$ cat config.mk
export PLATFORM = sky130hd
export DESIGN_NAME = comm_error_stop_handler
export DESIGN_NICKNAME = d
export VERILOG_FILES = /design/src/core/cesh_pkg.sv /design/src/core/cesh_sync.sv /design/src/core/comm_error_stop_handler.sv
export VERILOG_INCLUDE_DIRS = /design/src /design/src/core
export SDC_FILE = /design/constraint.sdc
export NUM_CORES = 1
export LEC_CHECK = 0
export BUFFER_PORTS_ARGS = -buffer_cell sky130_fd_sc_hd__buf_2
export CORE_AREA = 2 2 147 149
export DETAILED_ROUTE_END_ITERATION = 7
export DIE_AREA = 0 0 149 151
export GPL_TIMING_DRIVEN = 0
export PLACE_DENSITY = 0.61
export RECOVER_POWER = 25
export SYNTH_ARGS = -nofsm -noshare
export SYNTH_HDL_FRONTEND = slang
export SYNTH_SLANG_ARGS = --single-unit
export TNS_END_PERCENT = 30
$ cat constraint.sdc
create_clock -name core_clk -period 2.9 [get_ports core_clk]
set_input_delay 0.29 -clock core_clk [delete_from_list [all_inputs] [get_ports core_clk]]
set_output_delay 0.29 -clock core_clk [all_outputs]
set_load 0.02 [all_outputs]
$ cat src/core/cesh_params.svh
// Constants for the communication error stop handler
`ifndef CESH_PARAMS_SVH
`define CESH_PARAMS_SVH

// ----------------------------------------
// Register offsets (byte addresses)
// ----------------------------------------
`define CESH_ADDR_WAIT   8'h00
`define CESH_ADDR_COUNT  8'h04
`define CESH_ADDR_MODE   8'h08
`define CESH_ADDR_STATUS 8'h0C
`define CESH_ADDR_HIST   8'h10

// ----------------------------------------
// Widths, reset values and limits
// ----------------------------------------
`define CESH_WAIT_W      14
`define CESH_CNT_W       16
`define CESH_WAIT_RST    14'h0000
`define CESH_WAIT_MAX    14'h270E
`define CESH_CNT_RST     16'h0000
`define CESH_CNT_MAX     16'hFFFF
`define CESH_MODE_RST    2'h0

// ----------------------------------------
// Status field positions
// ----------------------------------------
`define CESH_ST_ALARM    0
`define CESH_ST_IND      1
`define CESH_ST_COAST    2
`define CESH_ST_DECEL    3
`define CESH_ST_XSTOP    4
`define CESH_ST_CODE_LO  8
`define CESH_ST_STATE_LO 16

// ----------------------------------------
// Alarm data codes
// ----------------------------------------
`define CESH_CODE_NONE   8'h00
`define CESH_CODE_HA1    8'hA1
`define CESH_CODE_HA3    8'hA3
`define CESH_CODE_HF1    8'hF1
`define CESH_CODE_HF3    8'hF3

// ----------------------------------------
// Timing
// ----------------------------------------
`define CESH_CLK_NS      5
`define CESH_TICK_MS     100
`define CESH_HOUR_MS     3600000
`define CESH_TICK_CYC    (`CESH_TICK_MS * 1000000 / `CESH_CLK_NS)
`define CESH_HOUR_TICKS  (`CESH_HOUR_MS / `CESH_TICK_MS)

`endif

$ cat src/core/cesh_pkg.sv
// Types for the communication error stop handler
package cesh_pkg;

    // Gray along normal -> wait -> decel -> trip
    typedef enum logic [2:0] {
        CESH_NORMAL = 3'h0,
        CESH_WAIT   = 3'h1,
        CESH_DECEL  = 3'h3,
        CESH_TRIP   = 3'h2,
        CESH_HALT   = 3'h6,
        CESH_CONT   = 3'h7
    } cesh_state_type;

endpackage

$ cat src/core/cesh_sync.sv
// Three-stage input synchroniser with agreement filter
`timescale 1ns/1ps

module cesh_sync #(
    parameter int WIDTH = 1
) (
    // Clock and reset
    input  wire logic             core_clk,
    input  wire logic             sys_rst,
    // Asynchronous inputs and their settled copies
    input  wire logic [WIDTH-1:0] asyncIn,
    output logic      [WIDTH-1:0] syncOut
);

    // ----------------------------------------
    // Per-bit chain
    // ----------------------------------------
    genvar i;
    generate
        for (i = 0; i < WIDTH; i++) begin : g_bit
            logic s1_ff;
            logic s2_ff;
            logic s3_ff;
            logic out_ff;
            // Stage one feeds only stage two; a value counts once two and three agree
            always_ff @(posedge core_clk) begin
                if (sys_rst) begin
                    s1_ff  <= 1'b0;
                    s2_ff  <= 1'b0;
                    s3_ff  <= 1'b0;
                    out_ff <= 1'b0;
                end else begin
                    s1_ff <= asyncIn[i];
                    s2_ff <= s1_ff;
                    s3_ff <= s2_ff;
                    if (s2_ff == s3_ff) begin
                        out_ff <= s3_ff;
                    end
                end
            end
            assign syncOut[i] = out_ff;
        end
    endgenerate

endmodule

$ cat src/core/comm_error_stop_handler.sv
// Communication error stop handler: fault qualification and stop response
//
// What this block does
// (RL1) Error settings act only in network mode
// (RL2) Wait time 0 to 999.8 s, 0.1 s steps
// (RL3) Error declared only after full wait elapses
// (RL4) Line recovering within wait is ignored
// (RL5) Occurrence counter increments on each line error, holding at FFFF
// (RL6) Writing zero clears counter; resets to zero
// (RL7) Counter saved hourly; may reload after reset
// (RL8) Stop mode field 0 to 3, reset zero
// (RL9) During wait: run, normal indication, no alarm
// (RL10) Option error: 0,3 coast; 1,2 decel first
// (RL11) Line recognition response depends on stop mode
// (RL12) Line clears: 0,1 held; 2 restarts; 3 continues
// (RL13) Option error clearing keeps stop and alarm
// (RL14) Line errors report codes HA1 and HA3
// (RL15) Option circuit errors report HF1 and HF3
// (RL16) Alarm drives relay and alarm status bit
// (RL17) Alarm output writes entry to alarm history
// (RL18) No alarm: temporary display, history untouched
// (RL19) Stops use decel time, restart accel time
// (RL20) Mode two restart reuses prior commands
// (RL21) Mode two: line clears mid-decel, reaccelerate
// (RL22) Data exchange stops on line/option errors
// (RL23) Wait timed in 0.1 s ticks; zero immediate
//
// Local design decisions: the APB interface to the registers and the placing of the registers.
`timescale 1ns/1ps
`include "cesh_params.svh"

module comm_error_stop_handler #(
    parameter int TICK_CYCLES = `CESH_TICK_CYC,
    parameter int HOUR_TICKS  = `CESH_HOUR_TICKS
) (
    // Clock and reset
    input  wire logic        core_clk,
    input  wire logic        sys_rst,
    // APB slave
    input  wire logic        psel,
    input  wire logic        penable,
    input  wire logic        pwrite,
    input  wire logic [7:0]  paddr,
    input  wire logic [31:0] pwdata,
    output logic      [31:0] prdata,
    output logic             pready,
    output logic             pslverr,
    // Fault and drive status pins
    input  wire logic        lineErrIn,
    input  wire logic        lineErrKindIn,
    input  wire logic        optErrIn,
    input  wire logic        optErrKindIn,
    input  wire logic        netModeIn,
    input  wire logic        motorStoppedIn,
    // Drive commands
    output logic             coastStop,
    output logic             decelStop,
    output logic             restartPulse,
    output logic             reuseCommands,
    output logic             dataExchStop,
    // Indication, relay and alarm history
    output logic             fault_relay_output,
    output logic             faultIndicate,
    output logic      [7:0]  indCode,
    output logic             histWrite,
    output logic      [7:0]  histCode,
    output logic      [7:0]  dispCode,
    // Nonvolatile copy of the occurrence count
    input  wire logic [15:0] nvStoredCount,
    input  wire logic        nvStoredValid,
    output logic             nvSave,
    output logic      [15:0] nvSaveCount
);

    // ----------------------------------------
    // Input synchronisation
    // ----------------------------------------
    logic [5:0] pinSync;
    cesh_sync #(.WIDTH(6)) u_sync (
        .core_clk (core_clk),
        .sys_rst  (sys_rst),
        .asyncIn  ({lineErrIn, lineErrKindIn, optErrIn, optErrKindIn,
                    netModeIn, motorStoppedIn}),
        .syncOut  (pinSync)
    );
    wire lineS  = pinSync[5];
    wire lineKS = pinSync[4];
    wire optS   = pinSync[3];
    wire optKS  = pinSync[2];
    wire netS   = pinSync[1];
    wire stopS  = pinSync[0];

    // ----------------------------------------
    // Registers and state
    // ----------------------------------------
    logic [`CESH_WAIT_W-1:0] error_wait_time_ff;
    logic [`CESH_CNT_W-1:0]  error_occurrence_count_ff;
    logic [1:0]              error_stop_mode_ff;
    cesh_pkg::cesh_state_type state_ff, nxt_state;
    logic                    kindOpt_ff, nxt_kindOpt;
    logic                    coastFlag_ff, nxt_coastFlag;
    logic [7:0]              code_ff, nxt_code;
    logic [7:0]              histLast_ff;
    logic                    lineS_ff;
    logic                    restorePend_ff;
    logic [24:0]             div_ff;
    logic [`CESH_WAIT_W-1:0] waitCnt_ff;
    logic [15:0]             hourCnt_ff;
    logic [31:0]             prdata_ff;

    // ----------------------------------------
    // APB decode
    // ----------------------------------------
    wire setup    = psel & ~penable;
    wire wrAcc    = psel & penable & pwrite;
    wire hitWait  = (paddr == `CESH_ADDR_WAIT);
    wire hitCount = (paddr == `CESH_ADDR_COUNT);
    wire hitMode  = (paddr == `CESH_ADDR_MODE);
    wire hitStat  = (paddr == `CESH_ADDR_STATUS);
    wire hitHist  = (paddr == `CESH_ADDR_HIST);
    wire hitAny   = hitWait | hitCount | hitMode | hitStat | hitHist;
    wire wrWait   = wrAcc & hitWait & (pwdata[`CESH_WAIT_W-1:0] <= `CESH_WAIT_MAX);
    wire wrClear  = wrAcc & hitCount & (pwdata == 32'h0000_0000);
    wire wrMode   = wrAcc & hitMode;
    wire [31:0] statusWord;

    // Zero-wait slave; unmapped addresses answer with an error
    assign pready  = 1'b1;
    assign pslverr = psel & penable & ~hitAny;
    assign prdata  = prdata_ff;

    // Read data captured in the setup cycle
    wire [31:0] rdMux =
        hitWait  ? {18'h00000, error_wait_time_ff} :
        hitCount ? {16'h0000, error_occurrence_count_ff} :
        hitMode  ? {30'h00000000, error_stop_mode_ff} :
        hitStat  ? statusWord :
        hitHist  ? {24'h000000, histLast_ff} : 32'h0000_0000;

    always_ff @(posedge core_clk) begin
        if (sys_rst) begin
            prdata_ff <= 32'h0000_0000;
        end else if (setup && !pwrite) begin
            prdata_ff <= rdMux;
        end
    end

    // ----------------------------------------
    // Settings registers
    // ----------------------------------------
    // Out-of-range wait values are ignored rather than clipped
    always_ff @(posedge core_clk) begin
        if (sys_rst) begin
            error_wait_time_ff <= `CESH_WAIT_RST; // RL2
            error_stop_mode_ff <= `CESH_MODE_RST; // RL8
        end else begin
            if (wrWait) begin
                error_wait_time_ff <= pwdata[`CESH_WAIT_W-1:0]; // RL2
            end
            if (wrMode) begin
                error_stop_mode_ff <= pwdata[1:0]; // RL8
            end
        end
    end

    // ----------------------------------------
    // Occurrence counter
    // ----------------------------------------
    wire lineRise = lineS & ~lineS_ff;
    wire cntSat   = (error_occurrence_count_ff == `CESH_CNT_MAX);
    // Clear then add, so an error in the clearing cycle still counts
    wire [`CESH_CNT_W-1:0] cntBase = wrClear ? `CESH_CNT_RST : error_occurrence_count_ff;
    wire [`CESH_CNT_W-1:0] nxt_count =
        (lineRise && !(cntSat && !wrClear)) ? cntBase + 16'h0001 : cntBase;

    always_ff @(posedge core_clk) begin
        if (sys_rst) begin
            error_occurrence_count_ff <= `CESH_CNT_RST; // RL6
            lineS_ff                  <= 1'b0;
            restorePend_ff            <= 1'b1;
        end else begin
            lineS_ff       <= lineS;
            restorePend_ff <= 1'b0;
            if (restorePend_ff && nvStoredValid) begin
                error_occurrence_count_ff <= nvStoredCount; // RL7
            end else begin
                error_occurrence_count_ff <= nxt_count; // RL5 RL6
            end
        end
    end

    // ----------------------------------------
    // Tick divider, wait timer, hourly save
    // ----------------------------------------
    wire waitStart = (state_ff != cesh_pkg::CESH_WAIT) && (nxt_state == cesh_pkg::CESH_WAIT);
    wire tick      = (div_ff == 25'(TICK_CYCLES - 1));
    wire hourEnd   = tick && (hourCnt_ff == 16'(HOUR_TICKS - 1));

    // Divider restarts at wait entry so the full time always elapses; the
    // hourly save drifts slightly as a result, which is harmless
    always_ff @(posedge core_clk) begin
        if (sys_rst || waitStart || tick) begin
            div_ff <= 25'h0000000; // RL23
        end else begin
            div_ff <= div_ff + 25'h0000001;
        end
    end

    always_ff @(posedge core_clk) begin
        if (sys_rst || waitStart) begin
            waitCnt_ff <= `CESH_WAIT_RST;
        end else if (tick && waitCnt_ff != `CESH_WAIT_MAX) begin
            waitCnt_ff <= waitCnt_ff + 14'h0001; // RL23
        end
    end

    always_ff @(posedge core_clk) begin
        if (sys_rst) begin
            hourCnt_ff  <= 16'h0000;
            nvSave      <= 1'b0;
            nvSaveCount <= `CESH_CNT_RST;
        end else begin
            nvSave <= hourEnd; // RL7
            if (tick) begin
                hourCnt_ff <= hourEnd ? 16'h0000 : hourCnt_ff + 16'h0001;
            end
            if (hourEnd) begin
                nvSaveCount <= error_occurrence_count_ff; // RL7
            end
        end
    end

    // ----------------------------------------
    // Response selection
    // ----------------------------------------
    // Errors stop the drive only in network operation; dataExchStop follows the raw inputs in any mode
    wire lineOn   = lineS & netS; // RL1 RL22
    wire optOn    = optS & netS; // RL22
    wire waitDone = (waitCnt_ff >= error_wait_time_ff); // RL3
    wire zeroWait = (error_wait_time_ff == `CESH_WAIT_RST); // RL23
    wire modeTwo  = (error_stop_mode_ff == 2'h2);
    wire optCoast = (error_stop_mode_ff == 2'h0) || (error_stop_mode_ff == 2'h3); // RL10
    wire [7:0] optCode  = optKS ? `CESH_CODE_HF3 : `CESH_CODE_HF1; // RL15
    wire [7:0] lineCode = lineKS ? `CESH_CODE_HA3 : `CESH_CODE_HA1; // RL14
    wire cesh_pkg::cesh_state_type optTgt =
        optCoast ? cesh_pkg::CESH_TRIP : cesh_pkg::CESH_DECEL; // RL10
    wire cesh_pkg::cesh_state_type lineTgt =
        (error_stop_mode_ff == 2'h0) ? cesh_pkg::CESH_TRIP :
        (error_stop_mode_ff == 2'h3) ? cesh_pkg::CESH_CONT :
        cesh_pkg::CESH_DECEL; // RL11

    // Next-state logic; the option error always takes precedence
    always_comb begin
        nxt_state     = state_ff;
        nxt_kindOpt   = kindOpt_ff;
        nxt_coastFlag = coastFlag_ff;
        nxt_code      = code_ff;
        case (state_ff)
            cesh_pkg::CESH_NORMAL, cesh_pkg::CESH_WAIT,
            cesh_pkg::CESH_HALT, cesh_pkg::CESH_CONT: begin
                if (optOn) begin
                    nxt_state     = optTgt; // RL10
                    nxt_kindOpt   = 1'b1;
                    nxt_coastFlag = optCoast;
                    nxt_code      = optCode;
                end else if (!lineOn) begin
                    nxt_state = cesh_pkg::CESH_NORMAL; // RL4 RL12
                end else if (state_ff == cesh_pkg::CESH_NORMAL && !zeroWait) begin
                    nxt_state = cesh_pkg::CESH_WAIT; // RL9
                end else if ((state_ff == cesh_pkg::CESH_NORMAL) ||
                             (state_ff == cesh_pkg::CESH_WAIT && waitDone)) begin
                    nxt_state     = lineTgt; // RL3 RL11 RL23
                    nxt_kindOpt   = 1'b0;
                    nxt_coastFlag = (error_stop_mode_ff == 2'h0);
                    nxt_code      = lineCode;
                end
            end
            cesh_pkg::CESH_DECEL: begin
                if (optOn && !kindOpt_ff) begin
                    nxt_kindOpt = 1'b1;
                    nxt_code    = optCode;
                end else if (!kindOpt_ff && modeTwo && !lineOn) begin
                    nxt_state = cesh_pkg::CESH_NORMAL; // RL21
                end else if (stopS) begin
                    nxt_state = (!kindOpt_ff && modeTwo) ?
                                cesh_pkg::CESH_HALT : cesh_pkg::CESH_TRIP; // RL11 RL10
                end
            end
            // Trip is left only by reset
            cesh_pkg::CESH_TRIP: begin
                nxt_state = cesh_pkg::CESH_TRIP; // RL12 RL13
            end
            default: begin
                nxt_state = cesh_pkg::CESH_NORMAL;
            end
        endcase
    end

    // ----------------------------------------
    // Drive command and indication outputs
    // ----------------------------------------
    wire nxtTrip    = (nxt_state == cesh_pkg::CESH_TRIP);
    wire nxtHalt    = (nxt_state == cesh_pkg::CESH_HALT);
    wire errActive  = (state_ff != cesh_pkg::CESH_NORMAL) &&
                      (state_ff != cesh_pkg::CESH_WAIT) && (state_ff != cesh_pkg::CESH_CONT);
    wire restartNow = errActive && (nxt_state == cesh_pkg::CESH_NORMAL);

    always_ff @(posedge core_clk) begin
        if (sys_rst) begin
            state_ff           <= cesh_pkg::CESH_NORMAL;
            kindOpt_ff         <= 1'b0;
            coastFlag_ff       <= 1'b0;
            code_ff            <= `CESH_CODE_NONE;
            coastStop          <= 1'b0;
            decelStop          <= 1'b0;
            restartPulse       <= 1'b0;
            reuseCommands      <= 1'b0;
            fault_relay_output <= 1'b0;
            faultIndicate      <= 1'b0;
            indCode            <= `CESH_CODE_NONE;
            histWrite          <= 1'b0;
            histCode           <= `CESH_CODE_NONE;
        end else begin
            state_ff      <= nxt_state;
            kindOpt_ff    <= nxt_kindOpt;
            coastFlag_ff  <= nxt_coastFlag;
            code_ff       <= nxt_code;
            coastStop     <= nxtTrip && nxt_coastFlag; // RL10 RL11
            // Ramp uses the drive's ordinary decel and accel time settings
            decelStop     <= (nxt_state == cesh_pkg::CESH_DECEL) || nxtHalt ||
                             (nxtTrip && !nxt_coastFlag); // RL19
            restartPulse  <= restartNow; // RL12 RL19 RL21
            reuseCommands <= !nxt_kindOpt && modeTwo &&
                             ((nxt_state == cesh_pkg::CESH_DECEL) || nxtHalt); // RL20
            fault_relay_output <= nxtTrip; // RL16
            faultIndicate <= nxtTrip || nxtHalt; // RL9
            indCode       <= (nxtTrip || nxtHalt) ? nxt_code : `CESH_CODE_NONE;
            histWrite     <= nxtTrip && (state_ff != cesh_pkg::CESH_TRIP); // RL17
            histCode      <= nxt_code; // RL17
        end
    end

    // ----------------------------------------
    // Alarm history and display
    // ----------------------------------------
    // Halt overlays the display without touching the stored entry
    always_ff @(posedge core_clk) begin
        if (sys_rst) begin
            histLast_ff <= `CESH_CODE_NONE;
            dispCode    <= `CESH_CODE_NONE;
        end else begin
            if (histWrite) begin
                histLast_ff <= histCode; // RL17
            end
            dispCode <= nxtHalt ? nxt_code :
                        (histWrite ? histCode : histLast_ff); // RL18
        end
    end

    // Data exchange halts on any line or option error
    assign dataExchStop = lineS | optS; // RL22

    assign statusWord = {13'h0000, state_ff, code_ff, 3'h0, dataExchStop,
                         decelStop, coastStop, faultIndicate,
                         fault_relay_output}; // RL16
endmodule

==> run summary <==
Status: completed
Worst Max-Slew Pin Slew: 855.4 ps
Post-route DRC: 0
Clock power share: 47.9%
Reg2Reg Launch Point: error_wait_time_ff[11]
# setup viols final: 0
Commonest non-fill, non-tap cell in the layout: dfxtp_1
Hold Fails Final Rpt: 0
Initial Utilization: 42.47%
FMAX: 0.3592 GHz
Die area: 22500 um^2
Crit path DAT: 3110 ps
Internal power: 4.370 mW
Final core utilization: 50.76%
Prevailing post-synth register cell: dfxtp_1
H-Tree Depth: 4
CTS Buf Count: 17
Endpoint class of the critical path: flip-flop
Vias in the first global route: 6887
Reg2Reg Setup Slack: 120 ps
Vias post-DR: 7498
Yosys top cell area share: 43.69%
Simple-gate share of the synthesized area: 26.64%
Die Height: 151 um
Post-route ant nets: 0
Fin cells: 1454
Mux share of post-synthesis cell area: 4.570%
Hold-fix buffers, CTS: 0
Initial antenna violation count: 0
Sw Share: 23.62%
Worst Skew: 21.63 ps
Gr ovfl total: 0
CP Launch Point: error_wait_time_ff[11]
Most Crowded Layer GR: met2
Final net count: 1256
Core area: 20820 um^2
Io pins: 151
Placer Congestion: 0.9027
Final slew viol count: 0
NetSw: 1.351 mW
Routed WL per cell: 16.57 um
Register area share after synthesis: 43.69%
CP max FO: 9
Post-synth EDFFs: 0
Compound-cell area share of the yosys netlist: 11.19%
Tcrit/Tclk final: 96.01%
Synth Instances: 999
Gr usage total: 21.70%
Tot Pwr: 5.722 mW
DP Area: 9903 um^2
Synth Area per Inst: 8.852 um^2
Synth unique cells: 72
Combinational share of power: 4.6%
PortBufs: 134
Die W: 149 um
Rows: 53
DP HPWL: 18.36 mm
Share of cells above drive strength 1: 16.37%
Maximum vdd ir drop: 0.0003872 V
Overall routed net length: 24.10 mm
Warnings from Yosys: 0
1st-pass router iterations: 6
Leak: 4.123 nW
RSZ-0062 raised after global routing: yes
Main combinational cell family by area after synthesis: simple AND/OR/NAND/NOR gates
CTS Root Cell: clkbuf_16
Synth top area cells: dfxtp_1 44%, nand2_1 4.5%, nor2_1 4.3%, xnor2_1 3.5%, and2_1 3.3%
Worst relative slew slack: 42.45%
DR iter-0 viols: 499
Number of synthesized register bits: 193
GR Util met1: 30.24%
Mapped cell area: 8843 um^2
Final min period: 2784 ps
Yosys top cell by area: dfxtp_1
Part of the power in registers: 47.5%
Clock Latency Late Sink: 450 ps
Final Instance Area: 10570 um^2
Synth Area in Adders: 3.113%
Power per cell area: 541.4 nW/um^2
Clock tree from TritonCTS: done
Setup TNS: 0 ps
CP Capture Point: dispCode[2]
CTS sink count: 193
Worst min path class: in2reg
Crit path kind: reg2reg
CP Launch Type: flip-flop
XOR/XNOR Fraction of Synth Area: 6.239%
Met2 Use GR: 34.29%
Area grow syn2layout: 19.51%
Inserted Diodes: 0
CTS clk-pin slew, worst paths: 80 ps
Worst EP required: 3230 ps
Met3 usage: 3.313%
Placed cell count: 1420
Max-Cap Viols: 0
Largest net degree at the start of global routing: 19
R2R depth: 9
R2R Path End: dispCode[2]
First-pass GRT wire length: 37.67 mm
Async SR Flop Fraction: 0%
Most frequent cells in the layout: 191 x dfxtp_1, 106 x nand2_1, 100 x nor2_1, 84 x clkbuf_1, 81 x buf_2
Max clock buf depth: 2
Vias per cell: 5.157
[power by group through the flow]
stage                     Combinational, mW  Clock, mW  Sequential [mW]
after floorplan                       0.142          0             2.77
after global placement                0.262          0             2.78
after detailed placement              0.263          0             2.78
after CTS                             0.265       2.78             2.72
after global routing                  0.286       2.88             2.72
final                                 0.265       2.74             2.72
[metal layers]
metal / vias to the layer above / share of wire (%)
li1: 3761 / -
met1: 3462 / 48
met2: 242 / 45
met3: 33 / 5.4
met4: 0 / 2.1
met5: - / 0
[final cells by class]
cell class	count	area, um^2
buffer	52	276.5
clock buffer	18	439.2
clock inverter	14	237.7
fill	2023	10250
inverter	33	123.9
multi-input combinational	733	4667
sequential	193	3866
tap	275	344.1
timing repair buffer	136	614.3
[sequential cells by signal, indices dropped and copies added (netlist names), 8 cells and up]
name and count:
waitCnt_ff 14, nvSaveCount 16, error_occurrence_count_ff 16, dispCode 8, hourCnt_ff 16, error_wait_time_ff 14
code_ff 8, prdata 19, histLast_ff 8, indCode 8, div_ff 25
[cell usage after synthesis (28+ instances only)]
cell type and count:
dfxtp_1 193, nand2_1 106, nor2_1 101, a21oi_1 52, and2_1 46, nor2b_1 36, xnor2_1 35, inv_1 33
clkbuf_1 31, mux2i_1 28, o21ai_0 28, xor2_1 28
[through the flow]
stage | setup WS, ps | hold slack (ps)
floorplan | 262.4 | 317.7
global placement | -278.4 | 416.9
detailed placement | -280.2 | 423.9
CTS | 25.46 | 38.57
global route | -12.41 | 48.57
finish | 115.8 | 43.81
[timing repair]
action / CTS / global route
resized for setup: 6 / 10
endpoints found under the setup margin: 46 / 67
pin swaps: 0 / 1
gates cloned: 0 / 0
setup buffers: 0 / 2
[critical path, cell delays in order (launching register included)]
cell      delay [ps]
dfxtp_1          470
inv_1             80
ha_1             300
nand2_1           90
nor4_2           360
a221oi_2         180
o31ai_4          390
and2_1           190
buf_2            250
mux2_2           370
[cell families after synthesis]
kind of cell / after synthesis
compound gates: 147
xor+xnor: 63
fa+ha+maj: 22
buf+inv: 85
flops: 193
mux: 39
other cells: 2
simple gates: 448
[how the worst min path moves through the flow]
stage	startpoint	endpoint	slack, ps	cells past startpoint
finish	optErrIn	u_sync.g_bit[3].s1_ff	40	2
global placement	u_sync.g_bit[3].s1_ff	u_sync.g_bit[3].s2_ff	420	1
global route	nvStoredCount[8]	error_occurrence_count_ff[8]	50	3
floorplan	sys_rst	restorePend_ff	320	0
CTS	nvStoredCount[8]	error_occurrence_count_ff[8]	40	3
detailed placement	u_sync.g_bit[2].s1_ff	u_sync.g_bit[2].s2_ff	420	1
Power figures use the tool's default switching activity.
